==> src/rtl/fcd_map.vh <==
// Purpose: Constants for the front-end chip download serializer
// Assumes: 20 MHz system clock
// Notes: Included by rtl/fcd_download.v
`ifndef FCD_MAP_VH
`define FCD_MAP_VH

// ----------------------------------------
// Chip and chain geometry
// ----------------------------------------
`define FCD_REC_BITS 182
`define FCD_CHIPS_PER_CHAIN 10
`define FCD_CHAINS 8
`define FCD_CHAINS_PER_GROUP 4
`define FCD_GROUPS 2

// ----------------------------------------
// Serial word link timing
// ----------------------------------------
`define FCD_WORD_BITS 20
`define FCD_BIT_NS 1000
`define FCD_CLK_NS 50
`define FCD_WORD_CYC ((`FCD_WORD_BITS * `FCD_BIT_NS) / `FCD_CLK_NS)
`define FCD_WORDS_PER_XFER 32
`define FCD_PAYLOAD_BITS 16

// ----------------------------------------
// Command word fields
// ----------------------------------------
`define FCD_CMD_RT_HI 15
`define FCD_CMD_RT_LO 11
`define FCD_CMD_TR 10
`define FCD_CMD_SUB_HI 9
`define FCD_CMD_SUB_LO 5
`define FCD_CMD_CNT_HI 4
`define FCD_CMD_CNT_LO 0
`define FCD_SUB_BASE 5'h01
`define FCD_MAX_RT 5'h1e
`define FCD_MAX_SUB 5'h1e

// ----------------------------------------
// Shifter states, one-hot
// ----------------------------------------
`define FCD_SH_IDLE 3'h1
`define FCD_SH_SETUP 3'h2
`define FCD_SH_EDGE 3'h4

`endif

==> src/rtl/fcd_download.v <==
// Purpose: Serial configuration downloader for daisy-chained front-end chips
// Assumes: Host ports are on clk_sys; download_enable and chain_return are pins
// Notes: Backplane writes load all chains at once; serial word link fills one group chain by chain
`timescale 1ns/1ps
`include "fcd_map.vh"

module fcd_download #(
    parameter REC_BITS = `FCD_REC_BITS,
    parameter CHIPS_PER_CHAIN = `FCD_CHIPS_PER_CHAIN,
    parameter CHAINS_PER_GROUP = `FCD_CHAINS_PER_GROUP,
    parameter WORD_CYC = `FCD_WORD_CYC
) (
    input wire clk_sys,
    input wire rst_n,
    input wire download_enable,
    input wire bp_write,
    input wire bp_read,
    input wire [7:0] bp_wdata,
    output reg bp_dtack,
    output reg [7:0] bp_rdata,
    output reg bp_rvalid,
    input wire [4:0] rt_address,
    input wire [3:0] rt_bit_select,
    input wire rt_word_valid,
    input wire rt_word_is_cmd,
    input wire [15:0] rt_word,
    output reg rt_overrun,
    input wire [7:0] chain_return,
    output reg [7:0] chain_data,
    output reg [7:0] chain_clk,
    output reg init_mode,
    output reg [1:0] group_done,
    output reg config_lost
);

localparam [31:0] CHAIN_BITS = REC_BITS * CHIPS_PER_CHAIN;
localparam [10:0] LAST_BIT = CHAIN_BITS[10:0] - 11'h001;
localparam [31:0] CHAINS_M1 = CHAINS_PER_GROUP - 1;
localparam [1:0] LAST_CHAIN = CHAINS_M1[1:0];
localparam [31:0] GAP_FULL = 2 * WORD_CYC;
localparam [9:0] GAP_CYC = GAP_FULL[9:0];

// ----------------------------------------
// Shifter states, one-hot
// ----------------------------------------
localparam [2:0] SH_IDLE = `FCD_SH_IDLE;
localparam [2:0] SH_SETUP = `FCD_SH_SETUP;
localparam [2:0] SH_EDGE = `FCD_SH_EDGE;

// ----------------------------------------
// Pin synchronisers
// ----------------------------------------
wire [8:0] pin_in;
reg [8:0] pin_s1;
reg [8:0] pin_s2;
reg [8:0] pin_s3;
reg [8:0] pin_q;
assign pin_in = {download_enable, chain_return};

// A pin change counts once the second and third stages agree
genvar gi;
generate
    for (gi = 0; gi < 9; gi = gi + 1) begin : g_sync
        always @(posedge clk_sys or negedge rst_n) begin
            if (!rst_n) begin
                pin_s1[gi] <= 1'b0;
                pin_s2[gi] <= 1'b0;
                pin_s3[gi] <= 1'b0;
                pin_q[gi] <= 1'b0;
            end else begin
                pin_s1[gi] <= pin_in[gi];
                pin_s2[gi] <= pin_s1[gi];
                pin_s3[gi] <= pin_s2[gi];
                if (pin_s2[gi] == pin_s3[gi]) begin
                    pin_q[gi] <= pin_s3[gi];
                end
            end
        end
    end
endgenerate

wire dl_en = pin_q[8];
wire [7:0] ret_bits = pin_q[7:0];
wire dl_start = dl_en & ~init_mode;

// ----------------------------------------
// Two-entry buffer: {read, mask, data}
// ----------------------------------------
reg [16:0] buf_mem [0:1];
reg buf_wp;
reg buf_rp;
reg [1:0] buf_cnt;
wire buf_full = (buf_cnt == 2'h2);
wire buf_empty = (buf_cnt == 2'h0);
reg [2:0] sh_state;
// Exit side offers an entry while one is held; the shifter takes it only when idle
wire out_valid = ~buf_empty;
wire out_ready = (sh_state == SH_IDLE);
wire pop = out_valid & out_ready;

reg rt_push;
// Payload bit is latched with its word, since rt_word is only valid during the strobe
reg rt_data;
reg [7:0] rt_mask;
wire rt_bit = rt_word[rt_bit_select];
// Serial words cannot be stalled, so they win the buffer over the backplane
wire bp_take = init_mode & (bp_write | bp_read) & ~bp_dtack & ~buf_full & ~rt_push;
wire in_valid = bp_take | rt_push;
wire in_ready = ~buf_full;
wire push = in_valid & in_ready;
wire [16:0] push_entry = rt_push ? {1'b0, rt_mask, {8{rt_data}} & rt_mask}
                                 : {bp_read & ~bp_write, 8'hff, bp_read & ~bp_write ? 8'h00 : bp_wdata};

always @(posedge clk_sys or negedge rst_n) begin
    if (!rst_n) begin
        buf_mem[0] <= 17'h00000;
        buf_mem[1] <= 17'h00000;
        buf_wp <= 1'b0;
        buf_rp <= 1'b0;
        buf_cnt <= 2'h0;
        bp_dtack <= 1'b0;
        rt_overrun <= 1'b0;
    end else begin
        if (push) begin
            buf_mem[buf_wp] <= push_entry;
            buf_wp <= ~buf_wp;
        end
        if (pop) begin
            buf_rp <= ~buf_rp;
        end
        buf_cnt <= buf_cnt + {1'b0, push} - {1'b0, pop};
        bp_dtack <= bp_take;
        if (rt_push & buf_full) begin
            rt_overrun <= 1'b1;
        end else if (dl_start) begin
            rt_overrun <= 1'b0;
        end
    end
end

// ----------------------------------------
// Serial word link receiver
// ----------------------------------------
reg rx_active;
reg rx_group;
reg [5:0] rx_left;
reg [9:0] rx_gap;
reg [1:0] grp_chain [0:1];
reg [10:0] grp_bits [0:1];

wire [4:0] cmd_rt = rt_word[`FCD_CMD_RT_HI:`FCD_CMD_RT_LO];
wire [4:0] cmd_sub = rt_word[`FCD_CMD_SUB_HI:`FCD_CMD_SUB_LO];
wire [4:0] cmd_cnt = rt_word[`FCD_CMD_CNT_HI:`FCD_CMD_CNT_LO];
wire sub_ok = (cmd_sub == `FCD_SUB_BASE) | (cmd_sub == `FCD_SUB_BASE + 5'h01);
wire cmd_hit = (cmd_rt == rt_address) & (cmd_rt <= `FCD_MAX_RT) & sub_ok
             & (cmd_sub <= `FCD_MAX_SUB) & ~rt_word[`FCD_CMD_TR];
wire grp_sel = (cmd_sub != `FCD_SUB_BASE);
wire [1:0] cur_chain = grp_chain[rx_group];
wire [10:0] cur_bits = grp_bits[rx_group];
wire [2:0] chain_sel = {rx_group, cur_chain};

always @(posedge clk_sys or negedge rst_n) begin
    if (!rst_n) begin
        rx_active <= 1'b0;
        rx_group <= 1'b0;
        rx_left <= 6'h00;
        rx_gap <= 10'h000;
        rt_push <= 1'b0;
        rt_data <= 1'b0;
        rt_mask <= 8'h00;
        grp_chain[0] <= 2'h0;
        grp_chain[1] <= 2'h0;
        grp_bits[0] <= 11'h000;
        grp_bits[1] <= 11'h000;
        group_done <= 2'h0;
    end else begin
        rt_push <= 1'b0;
        if (dl_start) begin
            rx_active <= 1'b0;
            grp_chain[0] <= 2'h0;
            grp_chain[1] <= 2'h0;
            grp_bits[0] <= 11'h000;
            grp_bits[1] <= 11'h000;
            group_done <= 2'h0;
        end else if (~init_mode) begin
            // Loading stops as soon as download_enable drops
            rx_active <= 1'b0;
        end else if (rt_word_valid & rt_word_is_cmd) begin
            // Any command ends the open transfer; only a matching receive command opens one
            rx_active <= cmd_hit & init_mode;
            rx_group <= grp_sel;
            // A count field of zero asks for a full 32-word transfer
            rx_left <= (cmd_cnt == 5'h00) ? 6'h20 : {1'b0, cmd_cnt};
            rx_gap <= 10'h000;
        end else if (rt_word_valid & rx_active) begin
            rx_gap <= 10'h000;
            rx_left <= rx_left - 6'h01;
            if (rx_left == 6'h01) begin
                rx_active <= 1'b0;
            end
            // A filled group ignores further words until download_enable rises again
            if (~group_done[rx_group]) begin
                rt_push <= 1'b1;
                rt_data <= rt_bit;
                rt_mask <= 8'h01 << chain_sel;
                if (cur_bits == LAST_BIT) begin
                    grp_bits[rx_group] <= 11'h000;
                    grp_chain[rx_group] <= cur_chain + 2'h1;
                    if (cur_chain == LAST_CHAIN) begin
                        group_done[rx_group] <= 1'b1;
                    end
                end else begin
                    grp_bits[rx_group] <= cur_bits + 11'h001;
                end
            end
        end else if (rx_active) begin
            // A silent link for two word times abandons the transfer
            rx_gap <= rx_gap + 10'h001;
            if (rx_gap == GAP_CYC) begin
                rx_active <= 1'b0;
            end
        end
    end
end

// ----------------------------------------
// Chain shifter
// ----------------------------------------
reg [16:0] sh_entry;

always @(posedge clk_sys or negedge rst_n) begin
    if (!rst_n) begin
        sh_state <= SH_IDLE;
        sh_entry <= 17'h00000;
        chain_data <= 8'h00;
        chain_clk <= 8'h00;
        bp_rdata <= 8'h00;
        bp_rvalid <= 1'b0;
        config_lost <= 1'b0;
        init_mode <= 1'b0;
    end else begin
        init_mode <= dl_en;
        bp_rvalid <= 1'b0;
        case (sh_state)
            SH_IDLE: begin
                chain_clk <= 8'h00;
                if (pop) begin
                    sh_entry <= buf_mem[buf_rp];
                    // Only selected chains take a new bit; the rest hold theirs
                    chain_data <= (chain_data & ~buf_mem[buf_rp][15:8])
                                | (buf_mem[buf_rp][7:0] & buf_mem[buf_rp][15:8]);
                    sh_state <= SH_SETUP;
                end
            end
            SH_SETUP: begin
                // Clock rises a cycle after the data so every chain sees a settled bit
                chain_clk <= sh_entry[15:8];
                if (sh_entry[16]) begin
                    // Return pins lag by the filter depth; a read must trail the last shift by five cycles
                    bp_rdata <= ret_bits;
                    bp_rvalid <= 1'b1;
                    config_lost <= 1'b1;
                end else begin
                    config_lost <= 1'b0;
                end
                sh_state <= SH_EDGE;
            end
            SH_EDGE: begin
                chain_clk <= 8'h00;
                sh_state <= SH_IDLE;
            end
            default: begin
                chain_clk <= 8'h00;
                sh_state <= SH_IDLE;
            end
        endcase
    end
end

endmodule // fcd_download

==> config.mk <==
export PLATFORM = sky130hd
export DESIGN_NAME = fcd_download
export DESIGN_NICKNAME = d
export VERILOG_FILES = /design/src/rtl/fcd_download.v
export VERILOG_INCLUDE_DIRS = /design/src /design/src/rtl
export SDC_FILE = /design/constraint.sdc
export NUM_CORES = 1
export LEC_CHECK = 0
export BUFFER_PORTS_ARGS = -buffer_cell sky130_fd_sc_hd__buf_2
export CAP_MARGIN = 20
export CORE_UTILIZATION = 25
export CTS_CLUSTER_SIZE = 40
export DETAILED_ROUTE_END_ITERATION = 6
export GPL_TIMING_DRIVEN = 1
export PLACE_DENSITY_LB_ADDON = 0.25
export REMOVE_ABC_BUFFERS = 1
export SLEW_MARGIN = 20
export SYNTH_ARGS = -nofsm -noshare
export SYNTH_HDL_FRONTEND = slang
export SYNTH_SLANG_ARGS = --single-unit
export TNS_END_PERCENT = 10
==> constraint.sdc <==
create_clock -name clk_sys -period 2.63 [get_ports clk_sys]
set_input_delay 0.1315 -clock clk_sys [delete_from_list [all_inputs] [get_ports clk_sys]]
set_output_delay 0.1315 -clock clk_sys [all_outputs]
set_load 0.005 [all_outputs]
==> results.sh, run 1 <==
export IMPL_wire_per_inst_um=14.8
export IMPL_syn_cell_area_mm2=0.00745
export IMPL_setup_tns_ns=0
export IMPL_syn_inst=672
export IMPL_coreArea_mm2=0.0290
export IMPL_synth_commonest_cells="dfrtp_1 (170), nor2_1 (62), nand2_1 (58)"
export IMPL_r2r_slack_ns=0.26
export IMPL_cts_resized=0
export IMPL_critPathLaunchType="flop"
export IMPL_slew_headroom_pct=54.1
export IMPL_post_route_drc_count=0
export IMPL_cts_tree="built"
export IMPL_dpl_worst_slack_ns=0.266
export IMPL_ff2ff_path_depth=7
export IMPL_portBuffers=78
export IMPL_grt_pass1_wl_um=28700
export IMPL_crit_arrival_ns=2.72
export IMPL_tritoncts_num_buffers=17
export IMPL_fin_ws_ns=0.261
export IMPL_critPathMaxFanout=16
export IMPL_rows=62
export IMPL_root_buffer="clkbuf_16"
export IMPL_drt_iter0_markers=311
export IMPL_period_share_pct=90.1
export IMPL_grt_use_total_pct=11.9
export IMPL_critPathRequiredTime_ns=2.98
export IMPL_synth_area_leaders="dfrtp_1 (57%), mux2_2 (4.7%), o21ai_0 (3.2%), nor2_1 (3.1%), nand2_1 (2.9%)"
export IMPL_drt_total_wl_um=17200
export IMPL_grt_max_degree=70
export IMPL_finalCriticalPeriod_ns=2.37
export IMPL_dieHeight_um=175
export IMPL_critical_path_endpoint="grp_chain[0]"
export IMPL_fmax_mhz=422
export IMPL_worst_setup_path_type="flop to flop"
export IMPL_areaGrowthSynthToFinish_pct=21.3
export IMPL_clock_path_buffers=2
export IMPL_initial_core_util_pct=25.7
export IMPL_slew_violations=0
export IMPL_gp_congestion=0.764
export IMPL_status="finished clean"
export IMPL_drt_vias_per_instance=4.43
export IMPL_final_antenna_net_count=0
export IMPL_die_area_mm2=0.0305
export IMPL_drv_cap=0
export IMPL_finalHoldViolCount=0
export IMPL_synth_seq_cells=171
export IMPL_syn_area_per_cell_um2=11.1
export IMPL_synth_most_common_cell="dfrtp_1"
export IMPL_rsz0062_at_grt="no"
export IMPL_nets=823
export IMPL_via_count=5143
export IMPL_worstSkewPairLatency_ns=0.43
export IMPL_r2r_end="grp_chain[0]"
export IMPL_drt_pass1_iterations=4
export IMPL_antenna_found_initial=0
export IMPL_grt_ovfl_total=0
export IMPL_synth_area_leader_cell="dfrtp_1"
export IMPL_dieWidth_um=175
export IMPL_p_per_area_mw_per_mm2=873
export IMPL_p_total_uw=7900
export IMPL_stdcell_count=1161
export IMPL_yosysTopAreaCellShare_pct=57.1
export IMPL_p_leak_uw=0.00409
export IMPL_synthDistinctLibCells=55
export IMPL_seq_area_frac_synth_pct=57.4
export IMPL_min_path_cells=3
export IMPL_numClockSinks=171
export IMPL_ios=79
export IMPL_fin_skew_ns=0.0168
export IMPL_vdd_ir_drop_max_uv=453
export IMPL_ys_warn_count=0
export IMPL_synth_edff_count=0
export IMPL_r2r_start="rx_group"
export IMPL_setup_violations=0
export IMPL_startpoint="rx_group"
export IMPL_worst_slew_pin_slew_ns=0.688
export IMPL_drive_gt1_share_pct=20.5
export IMPL_placed_cells=1115
export IMPL_grt_pass1_vias=5143
export IMPL_worstHoldPathType="input port to flop"
export IMPL_place_detailed_hpwl_um=11900
export IMPL_path_clk_slew_ns=0.07
export IMPL_cp_end_kind="flop"
export IMPL_htree_levels=4
export IMPL_synth_ff_type="dfrtp_1"
export IMPL_n_antenna_cell=0
export IMPL_ys_async_sr_fraction_pct=100
-- worst min-delay path by stage --
stage / slack [ns] / from / to
floorplan: -0.16 / rst_n / async pin
global placement: 0.19 / rst_n / pin_q[7]
detailed placement: 0.19 / rst_n / pin_q[7]
CTS: 0.009 / rt_word[9] / rx_active
global route: 0.03 / bp_wdata[2] / buf_mem[19]
finish: 0.03 / bp_wdata[0] / buf_mem[17]
-- sequential cells by signal, summed over array words and instances (netlist names), 8 cells and up, named ones only --
signal     cells
buf_mem       34
pin_s3         9
pin_s1         9
pin_s2         9
chain_clk      8
rt_mask        8
pin_q          8
bp_rdata       8
grp_bits      22
rx_gap        10
sh_entry       9
-- report_power, final --
part	leakage, uW	total (uW)	internal [uW]	switching [uW]
clock	0.000301	2630	1470	1160
combinational	0.00165	1720	894	823
sequential	0.00214	3550	3210	338
total	0.00409	7900	5570	2320
-- kinds of logic after synthesis --
group           Yosys count  share of synthesized area, %
simple gates            219                          14.3
flops                   171                          57.4
compound gates          140                          11.3
mux                      50                          8.28
buf+inv                  49                          2.87
xor+xnor                 23                          2.70
fa+ha+maj                20                          3.06
-- cell usage in the layout, fill, tap and decap left out, types with 6 or more instances in the layout --
| cell type | count |
|---|---|
| inv_1 | 17 |
| ha_1 | 11 |
| nand2_1 | 58 |
| mux2i_1 | 14 |
| nand2b_1 | 6 |
| mux2_2 | 31 |
| and2_1 | 16 |
| dlygate4sd3_1 | 14 |
| nor2b_1 | 12 |
| o21ai_0 | 48 |
| clkbuf_16 | 17 |
| dfrtp_1 | 170 |
| a21oi_1 | 40 |
| a31oi_1 | 9 |
| xor2_1 | 15 |
| nand3_1 | 20 |
| maj3_1 | 9 |
| a21o_1 | 8 |
| nand4_1 | 6 |
| nor3_1 | 10 |
| buf_2 | 77 |
| buf_4 | 12 |
| nor2_1 | 62 |
| a22oi_1 | 9 |
| xnor2_1 | 8 |
-- area by class of cell --
| cell class | instances | area [um2] |
|---|---|---|
| fillers | 3015 | 20000 |
| clock inverters | 14 | 173 |
| inverters | 17 | 63.8 |
| multi-input cells | 452 | 2960 |
| well taps | 384 | 480 |
| clock buffers | 18 | 439 |
| flip-flops and latches | 171 | 4280 |
| repair buffers | 105 | 647 |
-- stage by stage --
step | util (%) | area, um2 | hold WS [ns]
floorplan | - | 7300 | -0.164
global placement | 28.6 | 8290 | 0.188
detailed placement | 28.6 | 8290 | 0.189
CTS | 31.2 | 9040 | 0.00892
global route | 31.2 | 9040 | 0.0257
finish | 31.2 | 9040 | 0.0329
-- worst max-delay path: stages (launching register included) --
cell and delay, ns:
dfrtp_1 0.41, mux2_2 0.24, ha_1 0.28, nand4b_1 0.17, nand2_1 0.12, nand3_1 0.43
or3_1 0.51, a21oi_1 0.14
-- repair_timing --
action / CTS / global route
setup endpoints to repair: 0 / 0
setup buffers: 0 / 0
hold buffers: 14 / 0
endpoints found under the hold margin: 77 / 0
-- routing by layer --
| metal | vias up | track usage (%) | routed length [um] |
|---|---|---|---|
| li1 | 2555 | - | - |
| met1 | 2477 | 17.1 | 8860 |
| met2 | 102 | 18.2 | 7660 |
| met3 | 9 | 2.39 | 537 |
| met4 | 0 | 3.26 | 155 |
| met5 | - | 0 | 0 |
Note: power is estimated with default switching activity, not from simulation.
==> run 2: changes to the inputs <==
--- a/config.mk
+++ b/config.mk
@@ -8,6 +8,8 @@
 export LEC_CHECK = 0
 export BUFFER_PORTS_ARGS = -buffer_cell sky130_fd_sc_hd__buf_2
 export CAP_MARGIN = 20
+export CELL_PAD_IN_SITES_DETAIL_PLACEMENT = 1
+export CELL_PAD_IN_SITES_GLOBAL_PLACEMENT = 1
 export CORE_UTILIZATION = 25
 export CTS_CLUSTER_SIZE = 40
 export DETAILED_ROUTE_END_ITERATION = 6
==> run 2 against run 1 <==
  * Via count is 1.4% higher
  * First-iteration DRC count unchanged
  * Die area did not move
  * Clock power down 6%
  * Critical endpoint is now grp_bits[0]
  * Highest routed layer unchanged
==> results.sh, run 2 (synthesis gave the netlist of run 1 again) <==
export IMPL_status="finished clean"
export IMPL_layout_common_cells="dfrtp_1 (170), buf_2 (77), nor2_1 (62), nand2_1 (58), o21ai_0 (48)"
export IMPL_initial_core_util_pct=25.7
export IMPL_dieHeight_um=175
export IMPL_top_register="buf_mem"
export IMPL_cp_end_kind="flop"
export IMPL_placed_area_mm2=0.00833
export IMPL_intPower_uw=5380
export IMPL_slew_violations=0
export IMPL_drv_cap=0
export IMPL_dpl_worst_slack_ns=0.299
export IMPL_grt_busiest_layer="met2"
export IMPL_fmax_mhz=432
export IMPL_post_route_drc_count=0
export IMPL_antenna_found_initial=0
export IMPL_switching_share_pct=30.8
export IMPL_htree_levels=4
export IMPL_setup_violations=0
export IMPL_critPathLaunchType="flop"
export IMPL_finalCriticalPeriod_ns=2.31
export IMPL_finalHoldViolCount=0
export IMPL_drt_pass1_iterations=4
export IMPL_rows=62
export IMPL_drt_vias_per_instance=4.48
export IMPL_tritoncts_num_buffers=17
export IMPL_critPathMaxFanout=13
export IMPL_nets=827
export IMPL_grt_pass1_wl_um=30000
export IMPL_worstSkewPairLatency_ns=0.43
export IMPL_numClockSinks=171
export IMPL_dieWidth_um=175
export IMPL_stdcell_count=1165
export IMPL_portBuffers=78
export IMPL_grt_pass1_vias=5467
export IMPL_drt_iter0_markers=311
export IMPL_fin_skew_ns=0.0164
export IMPL_placed_cells=1119
export IMPL_p_sw_uw=2400
export IMPL_met2_usage_pct=19.3
export IMPL_cts_tree="built"
export IMPL_vdd_ir_drop_max_uv=466
export IMPL_seq_power_share_pct=45.0
export IMPL_fin_ws_ns=0.318
export IMPL_setup_tns_ns=0
export IMPL_crit_arrival_ns=2.66
export IMPL_stdcell_area_mm2=0.00905
export IMPL_drt_total_wl_um=17800
export IMPL_path_clk_slew_ns=0.07
export IMPL_worst_setup_path_type="flop to flop"
export IMPL_areaGrowthSynthToFinish_pct=21.4
export IMPL_clock_path_buffers=2
export IMPL_root_buffer="clkbuf_16"
export IMPL_worst_slew_pin_slew_ns=0.707
export IMPL_n_antenna_cell=0
export IMPL_grt_use_total_pct=12.4
export IMPL_combPwrFrac_pct=23.2
export IMPL_grt_max_degree=69
export IMPL_critPathRequiredTime_ns=2.98
export IMPL_coreArea_mm2=0.0290
export IMPL_wire_per_inst_um=15.3
export IMPL_grt_ovfl_total=0
export IMPL_p_leak_uw=0.00409
export IMPL_period_share_pct=87.9
export IMPL_largest_reg_flops=34
export IMPL_clock_power_share_pct=31.8
export IMPL_drive_gt1_share_pct=20.7
export IMPL_layout_commonest_cell="dfrtp_1"
export IMPL_met1_usage_pct=17.4
export IMPL_biggestRegsByFlops="buf_mem: 34 flops, grp_bits: 22 flops, rx_gap: 10 flops"
export IMPL_slew_headroom_pct=52.7
export IMPL_p_per_area_mw_per_mm2=860
export IMPL_via_count=5215
export IMPL_gr_usage_met3_pct=2.09
export IMPL_rsz0062_at_grt="no"
export IMPL_die_area_mm2=0.0305
export IMPL_place_detailed_hpwl_um=12200
export IMPL_ios=79
export IMPL_final_antenna_net_count=0
export IMPL_worstHoldPathType="input port to flop"
export IMPL_gp_congestion=0.746
-- run 2: changes by cell type in the layout (fill, tap and decap cells not counted), moves of 2 or more --
cell       delta
buf_4         +3
bufinv_16     -2
clkinv_4      +2
clkinv_8      +2
-- run 2: worst max-delay path: stages (launching register included) --
cell,delay (ns)
dfrtp_1,0.43
mux2_2,0.36
ha_1,0.29
nand4b_1,0.17
nand2_1,0.08
and3_1,0.35
or3_1,0.40
a21oi_1,0.15
-- run 2: per-stage QoR --
step | utilization, % | hold WS (ns) | power [uW]
after floorplan | - | -0.164 | 4680
after global placement | 28.7 | 0.211 | 5350
after detailed placement | 28.7 | 0.209 | 5410
after CTS | 31.2 | 0.00327 | 7930
after global routing | 31.2 | 0.0301 | 8300
final | 31.2 | 0.0168 | 7780
-- run 2: layout make-up --
| cell class | count | area [um2] |
|---|---|---|
| inverters | 17 | 63.8 |
| multi-input cells | 452 | 2960 |
| fillers | 3297 | 20000 |
| well taps | 384 | 480 |
| clock inverters | 14 | 149 |
| flip-flops and latches | 171 | 4280 |
| repair buffers | 109 | 689 |
| clock buffers | 18 | 429 |
-- run 2: metal layers --
metal / vias up / part of all wire (%)
met2: 73 / 45
met3: 13 / 2.4
met1: 2576 / 51
li1: 2553 / -
met5: - / 0
met4: 0 / 1.1
-- run 2: power groups by stage --
stage	clock network (uW)	registers [uW]	logic, uW
6_report	2470	3500	1810
5_1_grt	2660	3590	2050
4_1_cts	2550	3510	1870
3_5_place_dp	0	3560	1850
3_3_place_gp	0	3540	1800
2_1_floorplan	0	3550	1130
-- run 2: what timing repair did --
| action | in CTS | in global routing |
|---|---|---|
| setup buffers | 0 | 0 |
| endpoints found under the hold margin | 76 | 0 |
| gates resized for setup | 0 | 0 |
| endpoints found under the setup margin | 0 | 0 |
| hold buffers | 14 | 0 |
-- run 2: path summary, 6_finish.rpt --
| check | slack (ns) | endpoint | start | cells past startpoint |
|---|---|---|---|---|
| setup reg to reg | 0.32 | grp_bits[0] | rx_group | 7 |
| max in group asynchronous | 1.52 | sh_state[0] | rst_n | 3 |
| setup / recovery | 0.32 | grp_bits[0] | rx_group | 7 |
| hold / removal | 0.02 | rx_left[4] | rt_word[4] | 3 |
| min in group asynchronous | 0.29 | buf_mem[0] | rst_n | 2 |
| hold reg to reg | 0.35 | pin_s2[1] | pin_s1[1] | 0 |
